### config.mk
export PLATFORM = sky130hd
export DESIGN_NAME = fdmdc_top
export DESIGN_NICKNAME = d
export VERILOG_FILES = /design/src/common/fdmdc_pkg.sv /design/src/common/fdmdc_stream_if.sv /design/src/core/fdmdc_fifo.sv /design/src/core/fdmdc_top.sv
export SDC_FILE = /design/constraint.sdc
export NUM_CORES = 1
export LEC_CHECK = 0
export BUFFER_PORTS_ARGS = -buffer_cell sky130_fd_sc_hd__buf_2
export CELL_PAD_IN_SITES_DETAIL_PLACEMENT = 0
export CELL_PAD_IN_SITES_GLOBAL_PLACEMENT = 1
export CORE_ASPECT_RATIO = 2
export CORE_MARGIN = 5
export CORE_UTILIZATION = 50
export CTS_CLUSTER_DIAMETER = 30
export DETAILED_ROUTE_END_ITERATION = 7
export HOLD_SLACK_MARGIN = 0.02
export PLACE_DENSITY = 0.93
export SETUP_SLACK_MARGIN = 0.3
export SKIP_LAST_GASP = 1
export SLEW_MARGIN = 20
export SYNTH_ARGS = -nofsm -noshare
export SYNTH_HDL_FRONTEND = slang
export SYNTH_HIERARCHICAL = 1
export SYNTH_SLANG_ARGS = --single-unit
### constraint.sdc
create_clock -name ref_clk_in -period 10.4 [get_ports ref_clk_in]
set_clock_uncertainty 0.05 [all_clocks]
set_input_delay 0.52 -clock ref_clk_in [delete_from_list [all_inputs] [get_ports ref_clk_in]]
set_output_delay 0.52 -clock ref_clk_in [all_outputs]
set_load 0.02 [all_outputs]
### src/common/fdmdc_pkg.sv
package fdmdc_pkg;
    localparam int CLK_PERIOD_NS = 25;
    localparam int CLK_HZ = 1_000_000_000 / CLK_PERIOD_NS;
    // Line reference that tone timing is specified against
    localparam int REF_HZ = 3_579_545;
    localparam int ACC_W = 27;
    // Modem configuration bits
    localparam int CFG_TX_HI_BIT = 0;
    localparam int CFG_FSK_EN_BIT = 1;
    localparam int CFG_RX_HI_BIT = 4;
    localparam int CFG_RX_FSK_BIT = 5;
    localparam int CFG_EQ_BIT = 6;
    // Tone control bits
    localparam int TONE_DET_BIT = 0;
    localparam int TONE_SINGLE_BIT = 4;
    localparam int TONE_GATE_BIT = 6;
    localparam int TONE_MODE_BIT = 7;
    // General configuration bits
    localparam int GEN_RUN_BIT = 4;
    localparam int GEN_STD_BIT = 7;
    localparam logic [7:0] CFG_RESET = 8'h00;
    // Frequencies in Hz
    localparam logic [11:0] F_V23_LO_SPACE = 12'h1C2;
    localparam logic [11:0] F_V23_LO_MARK = 12'h186;
    localparam logic [11:0] F_V23_HI_SPACE = 12'h834;
    localparam logic [11:0] F_V23_HI_MARK = 12'h514;
    localparam logic [11:0] F_B202_LO_SPACE = 12'h1E7;
    localparam logic [11:0] F_B202_LO_MARK = 12'h183;
    localparam logic [11:0] F_B202_HI_SPACE = 12'h898;
    localparam logic [11:0] F_B202_HI_MARK = 12'h4B0;
    localparam logic [11:0] F_ROW1 = 12'h2B9;
    localparam logic [11:0] F_ROW2 = 12'h302;
    localparam logic [11:0] F_ROW3 = 12'h354;
    localparam logic [11:0] F_ROW4 = 12'h3AD;
    localparam logic [11:0] F_COL1 = 12'h4B9;
    localparam logic [11:0] F_COL2 = 12'h538;
    localparam logic [11:0] F_COL3 = 12'h5C5;
    localparam logic [11:0] F_COL4 = 12'h661;
    // Energy detector hysteresis
    localparam logic [7:0] LVL_ON = 8'h60;
    localparam logic [7:0] LVL_OFF = 8'h40;
    localparam int ED_ATTACK_MS = 40;
    localparam int ED_RELEASE_MS = 40;
    localparam int ED_ATTACK_CYC = ED_ATTACK_MS * (CLK_HZ / 1000);
    localparam int ED_RELEASE_CYC = ED_RELEASE_MS * (CLK_HZ / 1000);
    // Transmit waveform levels
    localparam logic [7:0] MOD_MID = 8'h80;
    localparam logic [7:0] FSK_SWING = 8'h40;
    localparam logic [7:0] TONE_SWING = 8'h20;
    localparam int RX_FIFO_DEPTH = 16;
    typedef enum logic [1:0] {BAND_CP = 2'b00, BAND_LO = 2'b01, BAND_HI = 2'b10} fdmdc_band_t;
    typedef enum logic [2:0] {
        RXM_CP = 3'b000,
        RXM_FSK_LO = 3'b001,
        RXM_FSK_HI = 3'b010,
        RXM_2100 = 3'b011,
        RXM_BAD = 3'b100
    } fdmdc_rxm_t;
    typedef enum logic [1:0] {
        ED_IDLE = 2'b00,
        ED_ATTACK = 2'b01,
        ED_ON = 2'b11,
        ED_RELEASE = 2'b10
    } fdmdc_ed_t;
endpackage

### src/common/fdmdc_stream_if.sv
`timescale 1ns/1ps
interface fdmdc_stream_if #(parameter int W = 1);
    logic [W-1:0] data;
    logic valid;
    logic ready;
    modport src (output data, output valid, input ready);
    modport snk (input data, input valid, output ready);
endinterface

### src/core/fdmdc_fifo.sv
`timescale 1ns/1ps
module fdmdc_fifo #(
    parameter int W = 1,
    parameter int D = 16
) (
    // Clock and reset
    input wire logic clk_in,
    input wire logic reset_in,
    // Streams
    fdmdc_stream_if.snk wr_if,
    fdmdc_stream_if.src rd_if
);
    localparam int AW = $clog2(D);
    localparam logic [AW:0] FULL = (AW + 1)'(D);
    // Depth must be a power of two so the pointers wrap by themselves
    typedef struct packed {
        logic [D-1:0][W-1:0] mem;
        logic [AW-1:0] wp;
        logic [AW-1:0] rp;
        logic [AW:0] cnt;
    } fdmdc_fifo_t;
    fdmdc_fifo_t st_reg;
    fdmdc_fifo_t st_next;
    logic push;
    logic pop;
    assign wr_if.ready = st_reg.cnt != FULL;
    assign rd_if.valid = st_reg.cnt != '0;
    assign rd_if.data = st_reg.mem[st_reg.rp];
    assign push = wr_if.valid && wr_if.ready;
    assign pop = rd_if.valid && rd_if.ready;
    always_comb
    begin
        st_next = st_reg;
        if (push)
        begin
            st_next.mem[st_reg.wp] = wr_if.data;
            st_next.wp = st_reg.wp + 1'b1;
        end
        if (pop)
        begin
            st_next.rp = st_reg.rp + 1'b1;
        end
        if (push && !pop)
        begin
            st_next.cnt = st_reg.cnt + 1'b1;
        end
        else if (pop && !push)
        begin
            st_next.cnt = st_reg.cnt - 1'b1;
        end
    end
    always_ff @(posedge clk_in)
    begin
        if (reset_in)
            st_reg <= '0;
        else
            st_reg <= st_next;
    end
endmodule // fdmdc_fifo

### src/core/fdmdc_top.sv
`timescale 1ns/1ps
// How it works
// - One reference clock times all tones via phase accumulators.
// - The crystal oscillator enable drops whenever standby is selected.
// - Modem configuration bits 5 and 4 pick call-progress, low or high band.
// - Equalizer is inserted only in high-speed receive with configuration bit 6 set.
// - Demodulator runs only when configuration bits 1 and 5 are both set.
// - Detect-select zero: 11 high FSK, 10 low FSK, 0x call progress.
// - Detect-select one with bits 5 and 4 set selects 2100Hz detection.
// - In 2100Hz mode the flag needs tone match plus level for the attack time.
// - Flag sets after level exceeds threshold long enough, clears after energy absent long enough.
// - Two thresholds and attack/release timers keep the flag from chattering.
// - Tone bit 7 low: FSK keyed by transmit bits, speed from configuration bit 0.
// - With tone bit 7 low, configuration bit 1 low in Modem_config_reg holds the output at mid-supply.
// - Standard zero: 450/390Hz at low speed, 2100/1300Hz at high speed.
// - Standard one: 487/387Hz at low speed, 2200/1200Hz at high speed.
// - Tone bit 7 high generates tones; tone bit 6 gates them to the output.
// - Four-bit code maps to the keypad dual-tone pair table.
// - Single-tone: codes 0-7 give upper tone, codes 8-15 give lower tone.
// - General bit 4 low is standby: oscillator, detector, demodulator and transmit output shut down.
module fdmdc_top
    import fdmdc_pkg::*;
#(
    parameter int DDS_HZ = CLK_HZ,
    parameter int ATTACK_CYC = ED_ATTACK_CYC,
    parameter int RELEASE_CYC = ED_RELEASE_CYC,
    parameter int FIFO_DEPTH = RX_FIFO_DEPTH
) (
    // Clock and reset
    input wire logic ref_clk_in,
    input wire logic reset_in,
    // Control register writes
    input wire logic cfg_write_in,
    input wire logic [7:0] modem_config_in,
    input wire logic [7:0] tone_ctrl_in,
    input wire logic [7:0] gen_config_in,
    input wire logic [3:0] tx_code_in,
    // Receive side
    input wire logic [7:0] rx_level_in,
    input wire logic rx_tone_hit_in,
    input wire logic rx_bit_in,
    input wire logic rx_bit_valid_in,
    output logic rx_bit_ready_out,
    output logic rx_data_out,
    output logic rx_data_valid_out,
    input wire logic rx_data_ready_in,
    // Transmit side
    input wire logic tx_bit_in,
    output logic [7:0] tx_wave_out,
    output logic tone_gate_out,
    // Mode and status
    output logic osc_enable_out,
    output logic standby_out,
    output logic [1:0] rx_band_out,
    output logic equalizer_on_out,
    output logic demod_enable_out,
    output logic [2:0] rx_mode_out,
    output logic mode_illegal_out,
    output logic energy_flag_out
);
    localparam int CW = $clog2(ATTACK_CYC + RELEASE_CYC) + 1;
    localparam logic [ACC_W-1:0] DDS_MOD = ACC_W'(DDS_HZ);

    typedef struct packed {
        logic [7:0] mcfg;
        logic [7:0] tctl;
        logic [7:0] gcfg;
        logic [3:0] code;
        fdmdc_ed_t ed;
        logic [CW-1:0] cnt;
        logic flag;
        logic [ACC_W-1:0] acc_a;
        logic [ACC_W-1:0] acc_b;
        logic sq_a;
        logic sq_b;
        logic [7:0] wave;
    } fdmdc_state_t;

    fdmdc_state_t st_reg;
    fdmdc_state_t st_next;

    function automatic fdmdc_rxm_t rx_mode_f(input logic [7:0] m, input logic det);
        logic [2:0] k;
        k = {m[CFG_RX_FSK_BIT], m[CFG_RX_HI_BIT], det};
        unique case (k)
            3'b110: rx_mode_f = RXM_FSK_HI;
            3'b100: rx_mode_f = RXM_FSK_LO;
            3'b000, 3'b010: rx_mode_f = RXM_CP;
            3'b111: rx_mode_f = RXM_2100;
            default: rx_mode_f = RXM_BAD;
        endcase
    endfunction

    function automatic logic [11:0] fsk_freq_f(input logic std, input logic hi,
                                               input logic mark);
        logic [1:0] k;
        k = {hi, mark};
        if (!std)
        begin
            unique case (k)
                2'b00: fsk_freq_f = F_V23_LO_SPACE;
                2'b01: fsk_freq_f = F_V23_LO_MARK;
                2'b10: fsk_freq_f = F_V23_HI_SPACE;
                2'b11: fsk_freq_f = F_V23_HI_MARK;
            endcase
        end
        else
        begin
            unique case (k)
                2'b00: fsk_freq_f = F_B202_LO_SPACE;
                2'b01: fsk_freq_f = F_B202_LO_MARK;
                2'b10: fsk_freq_f = F_B202_HI_SPACE;
                2'b11: fsk_freq_f = F_B202_HI_MARK;
            endcase
        end
    endfunction

    // Returns {lower, upper} of the keypad pair
    function automatic logic [23:0] dtmf_f(input logic [3:0] c);
        unique case (c)
            4'h0: dtmf_f = {F_ROW4, F_COL4};
            4'h1: dtmf_f = {F_ROW1, F_COL1};
            4'h2: dtmf_f = {F_ROW1, F_COL2};
            4'h3: dtmf_f = {F_ROW1, F_COL3};
            4'h4: dtmf_f = {F_ROW2, F_COL1};
            4'h5: dtmf_f = {F_ROW2, F_COL2};
            4'h6: dtmf_f = {F_ROW2, F_COL3};
            4'h7: dtmf_f = {F_ROW3, F_COL1};
            4'h8: dtmf_f = {F_ROW3, F_COL2};
            4'h9: dtmf_f = {F_ROW3, F_COL3};
            4'hA: dtmf_f = {F_ROW4, F_COL2};
            4'hB: dtmf_f = {F_ROW4, F_COL1};
            4'hC: dtmf_f = {F_ROW4, F_COL3};
            4'hD: dtmf_f = {F_ROW1, F_COL4};
            4'hE: dtmf_f = {F_ROW2, F_COL4};
            4'hF: dtmf_f = {F_ROW3, F_COL4};
        endcase
    endfunction

    // Square wave toggling at twice f: one full period per f-th of a second
    function automatic logic [ACC_W:0] dds_f(input logic [ACC_W-1:0] acc,
                                             input logic [11:0] f);
        logic [ACC_W-1:0] s;
        s = acc + ACC_W'({f, 1'b0});
        if (s >= DDS_MOD)
            dds_f = {1'b1, s - DDS_MOD};
        else
            dds_f = {1'b0, s};
    endfunction

    logic standby;
    fdmdc_rxm_t mode;
    fdmdc_rxm_t new_mode;
    logic is_2100;
    logic present;
    logic absent;
    logic tone_mode;
    logic single;
    logic fsk_on;
    logic tx_on;
    logic [23:0] pair;
    logic [11:0] f_a;
    logic [ACC_W:0] step_a;
    logic [ACC_W:0] step_b;
    logic [7:0] up_a;
    logic [7:0] up_b;

    fdmdc_stream_if #(.W(1)) rx_in_if ();
    fdmdc_stream_if #(.W(1)) rx_out_if ();

    assign standby = !st_reg.gcfg[GEN_RUN_BIT];
    assign mode = rx_mode_f(st_reg.mcfg, st_reg.tctl[TONE_DET_BIT]);
    assign new_mode = rx_mode_f(modem_config_in, tone_ctrl_in[TONE_DET_BIT]);
    assign is_2100 = mode == RXM_2100;
    // Amplitude hysteresis: set at or above LVL_ON, clear below LVL_OFF or, in 2100Hz mode, without tone match
    assign present = rx_level_in >= LVL_ON && (!is_2100 || rx_tone_hit_in);
    assign absent = rx_level_in < LVL_OFF || (is_2100 && !rx_tone_hit_in);
    assign tone_mode = st_reg.tctl[TONE_MODE_BIT];
    assign single = st_reg.tctl[TONE_SINGLE_BIT];
    assign fsk_on = !tone_mode && st_reg.mcfg[CFG_FSK_EN_BIT];
    assign tone_gate_out = !standby && tone_mode && st_reg.tctl[TONE_GATE_BIT];
    assign tx_on = !standby && (fsk_on || tone_gate_out);
    assign pair = dtmf_f(st_reg.code);

    always_comb
    begin
        if (!tone_mode)
            f_a = fsk_freq_f(st_reg.gcfg[GEN_STD_BIT], st_reg.mcfg[CFG_TX_HI_BIT],
                             tx_bit_in);
        else if (single && !st_reg.code[3])
            f_a = pair[11:0];
        else
            f_a = pair[23:12];
    end

    assign step_a = dds_f(st_reg.acc_a, f_a);
    assign step_b = dds_f(st_reg.acc_b, pair[11:0]);
    assign up_a = tone_mode ? TONE_SWING : FSK_SWING;
    assign up_b = (tone_mode && !single) ? TONE_SWING : 8'h00;

    always_comb
    begin
        st_next = st_reg;
        if (cfg_write_in)
        begin
            st_next.mcfg = modem_config_in;
            st_next.tctl = tone_ctrl_in;
            st_next.gcfg = gen_config_in;
            st_next.code = tx_code_in;
        end
        unique case (st_reg.ed)
            ED_IDLE:
            begin
                st_next.cnt = '0;
                if (present)
                    st_next.ed = ED_ATTACK;
            end
            ED_ATTACK:
            begin
                if (!present)
                    st_next.ed = ED_IDLE;
                else if (st_reg.cnt == CW'(ATTACK_CYC - 1))
                begin
                    st_next.ed = ED_ON;
                    st_next.flag = 1'b1;
                    st_next.cnt = '0;
                end
                else
                    st_next.cnt = st_reg.cnt + 1'b1;
            end
            ED_ON:
            begin
                st_next.cnt = '0;
                if (absent)
                    st_next.ed = ED_RELEASE;
            end
            ED_RELEASE:
            begin
                if (!absent)
                    st_next.ed = ED_ON;
                else if (st_reg.cnt == CW'(RELEASE_CYC - 1))
                begin
                    st_next.ed = ED_IDLE;
                    st_next.flag = 1'b0;
                    st_next.cnt = '0;
                end
                else
                    st_next.cnt = st_reg.cnt + 1'b1;
            end
        endcase
        // A detector verdict from another mode means nothing in the new one
        if (standby || mode == RXM_BAD || (cfg_write_in && new_mode != mode)
            || (cfg_write_in && !gen_config_in[GEN_RUN_BIT]))
        begin
            st_next.ed = ED_IDLE;
            st_next.cnt = '0;
            st_next.flag = 1'b0;
        end
        if (tx_on)
        begin
            st_next.acc_a = step_a[ACC_W-1:0];
            st_next.sq_a = st_reg.sq_a ^ step_a[ACC_W];
            st_next.acc_b = step_b[ACC_W-1:0];
            st_next.sq_b = st_reg.sq_b ^ step_b[ACC_W];
            st_next.wave = MOD_MID;
            st_next.wave = st_reg.sq_a ? st_next.wave + up_a : st_next.wave - up_a;
            st_next.wave = st_reg.sq_b ? st_next.wave + up_b : st_next.wave - up_b;
        end
        else
        begin
            // Restart phase so each burst begins cleanly at mid-supply
            st_next.acc_a = '0;
            st_next.acc_b = '0;
            st_next.sq_a = 1'b0;
            st_next.sq_b = 1'b0;
            st_next.wave = MOD_MID;
        end
    end

    always_ff @(posedge ref_clk_in)
    begin
        if (reset_in)
        begin
            st_reg <= '0;
            st_reg.mcfg <= CFG_RESET;
            st_reg.tctl <= CFG_RESET;
            st_reg.gcfg <= CFG_RESET;
            st_reg.wave <= MOD_MID;
        end
        else
            st_reg <= st_next;
    end

    // Received bits from the slicer wait here for the framing logic
    assign rx_in_if.data = rx_bit_in;
    assign rx_in_if.valid = rx_bit_valid_in && demod_enable_out;
    assign rx_bit_ready_out = rx_in_if.ready;
    assign rx_data_out = rx_out_if.data;
    assign rx_data_valid_out = rx_out_if.valid;
    assign rx_out_if.ready = rx_data_ready_in;

    fdmdc_fifo #(
        .W(1),
        .D(FIFO_DEPTH)
    ) u_rx_fifo (
        .clk_in(ref_clk_in),
        .reset_in(reset_in),
        .wr_if(rx_in_if),
        .rd_if(rx_out_if)
    );

    // The external-clock hazard is on the host; a stopped clock in standby is harmless
    assign osc_enable_out = !standby;
    assign standby_out = standby;
    always_comb
    begin
        if (standby || !st_reg.mcfg[CFG_RX_FSK_BIT])
            rx_band_out = BAND_CP;
        else if (st_reg.mcfg[CFG_RX_HI_BIT])
            rx_band_out = BAND_HI;
        else
            rx_band_out = BAND_LO;
    end
    assign equalizer_on_out = rx_band_out == BAND_HI && st_reg.mcfg[CFG_EQ_BIT];
    assign demod_enable_out = !standby && st_reg.mcfg[CFG_RX_FSK_BIT]
                              && st_reg.mcfg[CFG_FSK_EN_BIT];
    assign rx_mode_out = mode;
    assign mode_illegal_out = mode == RXM_BAD;
    assign energy_flag_out = st_reg.flag;
    assign tx_wave_out = st_reg.wave;
endmodule // fdmdc_top

==> run metrics, run 1 <==
run status finished, final reports clean; ANT cells 0; clk sinks 141; post-synthesis register bit count 141; DR pass1 iterations 5; FF-to-FF setup slack 4.77 ns; CP required 10.72 ns; fin crit share 0.5414; vias per cell 6.038; Pwr per Cell Area 142.8 nW/um2; GRT Util Overall 0.2225; async set-reset flop share out of synthesis 0; max cap viols 0; Largest register FFs 92; CP Max Fanout 20; top-area cell type share of the netlist area 0.3018; Mean Syn Cell Area 8.268 um2; CTS HTree Levels 4; Sw Pwr 0.3995 mW; DIE HEIGHT 203.4 um; DP HPWL 17.60 mm; Die ar. 21,700 um2; Slew HR 0.3672; post-route minimum period 5.631 ns; Synth-to-Final Area Change 10.05%; worst-margin pin slew 0.9493 ns; cell taking the most area after synthesis dfxtp_1; sequential share of power 0.399; Logic pwr share 0.133; Setup Crit Path Kind flip-flop to flip-flop; Synth cell types 91; fmax 0.1776 GHz; CTS resizes 0; Fin. Hold Viols 0; Clk pin slew, worst setup/hold paths 0.06 ns; row count 70; drt total wl 23.65 mm; CP arrival 5.95 ns; post-layout util 0.5595; RePlAce Congestion 0.9336; WL/cell 17.16 um; YS warnings 6; worst hold-check path type input port to flip-flop; RSZ-0062 raised after global routing false; Die Wd 106.7 um; number of enable flip-flop cells after synthesis 0; area of the core 18,390 um2; top cells by area, synth dfxtp_1 (30%), ha_1 (6.8%), nor2_1 (5.0%); Final #Nets 1,247; vias in the first global route 8,343; Leakage 4.009 nW; Startpoint Class flip-flop; Synth Instances 1,131; Vias 8,321; CTS Root Cell clkbuf_16; port buffer count 43; internal power 1.071 mW; global-route wire length before repair 39.22 mm; gr ovfl total 0; Final Max Slew Viols 0; I/O Pins 67; setup_tns 0 ns; largest net degree at the start of global routing 50; endpoint type of the worst setup path flip-flop; # DRC 0; Max VDD drop 0.1122 mV; sequential-to-total area share from yosys stat 0.3018; cts hold-fix bufs 0; ys flop type dfxtp_1; later-pin clock latency in the skew report 0.43 ns; starting density of the core 0.5084; CTS tree done; Cell Area, Synth 9351 um2; power share of the clock group 0.467; ANT nets after route 0; Num CTS Buffers 17; Sw Share 0.2718; Post-CTS Setup Inserts 0; Clock Tree Buf Depth 2; DR iter-0 viols 319; fraction of final layout cells sized beyond drive strength 1 0.1170; final setup violation count 0; initial antenna violation count 0
==> area by class of cell <==
class | count | area [um2]
multi-input cells | 905 | 6156
repair buffers | 48 | 252.7
flip-flops and latches | 141 | 2823
clock inverters | 13 | 211.5
well taps | 216 | 270.3
clock buffers | 19 | 442.9
inverters | 36 | 135.1
fillers | 1766 | 8102
==> Yosys cell counts, types with 28 or more instances <==
| cell | n |
|---|---|
| inv_1 | 35 |
| nand3_1 | 45 |
| a21oi_1 | 69 |
| xnor2_1 | 46 |
| o21ai_0 | 43 |
| nor2_1 | 125 |
| clkbuf_1 | 29 |
| nand2_1 | 98 |
| nor3_1 | 28 |
| dfxtp_1 | 141 |
| ha_1 | 51 |
| xor2_1 | 43 |
==> metrics by stage <==
step / worst slack (ns) / instance area, um2 / power, mW / hold WS, ns / instances
after floorplan: 5.722 / 9366 / 0.7508 / 0.3893 / 1135
after global placement: 4.701 / 9637 / 0.7922 / 0.3959 / 1346
after detailed placement: 4.648 / 9637 / 0.7953 / 0.4039 / 1346
after CTS: 4.856 / 10290 / 1.482 / 0.2666 / 1378
after global routing: 4.304 / 10290 / 1.530 / 0.2895 / 1378
final: 4.769 / 10290 / 1.470 / 0.2754 / 1378
==> cells by family after synthesis <==
family          synth area share
other cells            0.0004010
compound gates            0.2077
flops                     0.3018
simple gates              0.2332
xor+xnor                 0.08336
mux                      0.05660
fa+ha+maj                0.07466
buf+inv                  0.04228
==> critical path, stage by stage, from the launching register on <==
cell	delay (ns)
dfxtp_1	0.42
inv_1	0.09
ha_1	0.23
nor3_1	0.38
o21bai_1	0.21
a31oi_1	0.07
ha_1	0.28
fa_1	0.47
a211oi_2	0.31
o211ai_2	0.16
a21oi_1	0.51
nand4b_1	0.16
o211ai_1	0.47
o311ai_1	0.30
a211oi_1	0.64
nor3_2	0.06
buf_4	0.23
or3_1	0.38
a21oi_1	0.13
==> power by group through the flow <==
| stage | combinational (mW) | sequential [mW] | clock (mW) |
|---|---|---|---|
| after global routing | 0.219 | 0.591 | 0.721 |
| after detailed placement | 0.196 | 0.599 | 0 |
| after floorplan | 0.169 | 0.582 | 0 |
| final | 0.196 | 0.587 | 0.687 |
| after global placement | 0.194 | 0.598 | 0 |
| after CTS | 0.198 | 0.587 | 0.697 |
==> path summary, 6_finish.rpt <==
kind / from / endpoint / cells past startpoint
worst max-delay path: st_reg[110] / st_reg[58] / 18
worst min-delay path: gen_config_in[7] / st_reg[101] / 3
worst max register to register: st_reg[110] / st_reg[58] / 18
worst min register to register: u_rx_fifo/st_reg[14] / u_rx_fifo/st_reg[14] / 2
==> cell usage in the layout (no fill, tap or decap), drive strengths merged, types with 9 or more instances in the layout <==
| master | synthesis | routed |
|---|---|---|
| a211oi | 13 | 13 |
| o211ai | 17 | 17 |
| or2 | 12 | 12 |
| xor2 | 43 | 43 |
| ha | 51 | 51 |
| o21ai | 52 | 52 |
| nand2b | 14 | 14 |
| nor2 | 126 | 126 |
| clkbuf | 29 | 19 |
| and2 | 25 | 25 |
| nand4 | 16 | 16 |
| nor3 | 29 | 29 |
| nand3 | 45 | 45 |
| a21oi | 71 | 71 |
| o31ai | 20 | 20 |
| nor2b | 12 | 12 |
| xnor2 | 46 | 46 |
| a31oi | 22 | 22 |
| nand2 | 98 | 98 |
| dfxtp | 141 | 141 |
| and3 | 22 | 22 |
| mux2i | 27 | 27 |
| inv | 35 | 37 |
| nor4 | 9 | 9 |
| a21o | 13 | 13 |
| buf | 24 | 48 |
==> routing by layer <==
| layer | global-route usage | vias to the layer above | share of wire |
|---|---|---|---|
| met5 | 0 | - | 0 |
| met4 | 0.1276 | 0 | 0.046 |
| met3 | 0.02946 | 74 | 0.029 |
| met2 | 0.4403 | 178 | 0.56 |
| met1 | 0.2116 | 3955 | 0.36 |
| li1 | - | 4114 | - |
Power figures use the tool's default switching activity.
==> run 2: changes to the inputs <==
Settings changed: CORE_UTILIZATION 50 to 42, PLACE_DENSITY 0.93 to 0.84.
Clock period 10.4 ns to 4.7 ns, I/O delays scaled along.
==> run 2 against run 1 <==
Sequential share of layout area shrank 2.3 points. First-iteration DRC count grew 29%. Sequential power rose by 120%. Clock power grew 110%.
==> run metrics, run 2 (synthesized netlist as in run 1, its figures left out) <==
WL/cell 16.58 um (was 17.16 um); filler cell count 2,062 (was 1,766); area of the core 22,060 um2 (was 18,390 um2); Max Used Layer met4 (unchanged); commonest non-fill, non-tap cell in the layout dfxtp_1 (unchanged); Leakage 4.381 nW (was 4.009 nW); worst hold-check path type input port to flip-flop (unchanged); DIE HEIGHT 221.0 um (was 203.4 um); Die Wd 115.5 um (was 106.7 um); DR WL met3 728 um (was 684 um); Die ar. 25,530 um2 (was 21,700 um2); gr ovfl total 0 (unchanged); FF/Latch Area 2829 um2 (was 2823 um2); initial antenna violation count 0 (unchanged); Final #Nets 1,315 (was 1,247); post-route minimum period 4.481 ns (was 5.631 ns); drt total wl 24.98 mm (was 23.65 mm); Reg2Reg Depth 21 (was 18); Clock Tree Buf Depth 2 (unchanged); Final Max Slew Viols 0 (unchanged); r2r startpoint st_reg[110] (unchanged); CP required 5.01 ns (was 10.72 ns); Clk pin slew, worst setup/hold paths 0.06 ns (about the same); global-route wire length before repair 40.90 mm (was 39.22 mm); fin crit share 0.9534 (was 0.5414); DR pass1 iterations 5 (unchanged); Startpoint Class flip-flop (unchanged); vias per cell 5.739 (was 6.038); I/O Pins 67 (unchanged); setup_tns 0 ns (unchanged); ANT nets after route 0 (unchanged); Largest register FFs 92 (unchanged); Worst Min Path Start rx_level_in[7] (was gen_config_in[7]); DP HPWL 18.61 mm (was 17.60 mm); endpoint type of the worst setup path flip-flop (unchanged); # DRC 0 (unchanged); Fin. Hold Viols 0 (unchanged); CTS Root Cell clkbuf_16 (unchanged); largest net degree at the start of global routing 43 (was 50); fmax 0.2232 GHz (was 0.1776 GHz); Slew HR 0.5063 (was 0.3672); RePlAce Congestion 0.8840 (was 0.9336); wl on met1 9.066 mm (was 8.508 mm); clk sinks 141 (unchanged); DR iter-0 viols 412 (was 319); worst-margin pin slew 0.7405 ns (was 0.9493 ns); vias in the first global route 8,726 (was 8,343); Num CTS Buffers 17 (unchanged); row count 77 (was 70); Finished Cell Area 11,270 um2 (was 10,290 um2); Setup Crit Path Kind flip-flop to flip-flop (unchanged); CTS HTree Levels 4 (unchanged); area occupied by multi-input gates 6524 um2 (was 6156 um2); final setup violation count 0 (unchanged); CTS tree done (unchanged); placed inst area 9963 um2 (was 9637 um2); FF-to-FF setup slack 0.22 ns (was 4.77 ns); Vias 8,643 (was 8,321); port buffer count 43 (unchanged); max cap viols 0 (unchanged); commonest cells after routing, fill and taps aside dfxtp_1 (138), nor2_1 (125), nand2_1 (95) (was dfxtp_1 (141), nor2_1 (125), nand2_1 (98)); Max VDD drop 0.3182 mV (was 0.1122 mV); Pwr per Cell Area 288.6 nW/um2 (was 142.8 nW/um2); starting density of the core 0.4239 (was 0.5084); post-layout util 0.5108 (was 0.5595); hold path depth 3 (unchanged); later-pin clock latency in the skew report 0.44 ns (was 0.43 ns); run status finished, final reports clean (unchanged); RR Endpoint st_reg[61] (was st_reg[58]); ANT cells 0 (unchanged); fraction of final layout cells sized beyond drive strength 1 0.1992 (was 0.1170); CP arrival 4.79 ns (was 5.95 ns); GRT Util Overall 0.1981 (was 0.2225); Worst Hold Path EP st_reg[88] (was st_reg[101]); CP Max Fanout 7 (was 20); Met2 Wirelength 13.90 mm (was 13.35 mm); worst hold slack 0.07267 ns (was 0.2754 ns); Synth-to-Final Area Change 20.51% (was 10.05%); RSZ-0062 raised after global routing true (was false)
==> run 2: cell count changes in the layout (fill, tap and decap cells not counted), sizes merged <==
cell and delta:
dlygate4sd3 +11, clkinvlp +1, buf +57, bufinv -1
==> run 2: cell type report <==
cell class | instances | area share
Clock buffer | 19 | 0.03930
Clock inverter | 13 | 0.01676
Inverter | 36 | 0.01221
Multi-Input combinational cell | 905 | 0.5789
Sequential cell | 141 | 0.2510
Tap cell | 276 | 0.03064
Timing Repair Buffer | 116 | 0.07117
==> run 2: per-layer routing <==
layer | GRT usage | vias up
met2 | 0.3724 | 183
met3 | 0.03280 | 86
met4 | 0.1259 | 0
li1 | - | 4252
met1 | 0.1918 | 4122
met5 | 0 | -
==> run 2: how the worst max path moves through the flow <==
stage / slack, ns / from / cells past startpoint / to
2_1_floorplan: 0.34 / st_reg[110] / 21 / st_reg[50]
3_3_place_gp: 0.08 / tx_bit_in / 22 / st_reg[61]
3_5_place_dp: -0.06 / tx_bit_in / 22 / st_reg[59]
4_1_cts: 0.30 / single / 18 / st_reg[57]
5_1_grt: 0.07 / st_reg[110] / 21 / st_reg[61]
6_report: 0.22 / st_reg[110] / 21 / st_reg[61]
==> run 2: stage by stage <==
step           power (mW)  std cells  worst slack (ns)
3_5_place_dp        1.779       1438          -0.05967
3_3_place_gp        1.770       1438           0.07985
5_1_grt             3.402       1506           0.07368
2_1_floorplan       1.662       1135            0.3362
6_report            3.253       1506            0.2190
4_1_cts             3.265       1491            0.3001
==> run 2: power breakdown <==
part	switching [mW]	leakage, nW	total (mW)	internal (mW)
clock network	0.540	0.304	1.45	0.905
logic	0.291	2.93	0.511	0.221
registers	0.0596	1.14	1.30	1.24
==> run 2: repair_timing <==
item,in CTS,in global routing
setup endpoints to repair,18,19
resized for setup,20,57
cloned,0,1
buffers inserted,10,14
hold buffers,11,0
hold endpoints to repair,11,0
pin swaps,13,27
==> run 2: critical path: stages (launching register included) <==
cell	delay, ns
dfxtp_2	0.33
inv_2	0.09
ha_4	0.16
nor3_4	0.04
buf_4	0.13
buf_4	0.14
a21oi_4	0.18
ha_4	0.24
a211oi_4	0.26
o21ai_2	0.10
o2111a_1	0.25
or3_4	0.39
nand2_4	0.10
ha_4	0.13
nand4_1	0.11
or4b_4	0.56
o41ai_4	0.34
buf_4	0.19
nor3_4	0.07
buf_6	0.15
a211oi_2	0.21
mux2i_1	0.20
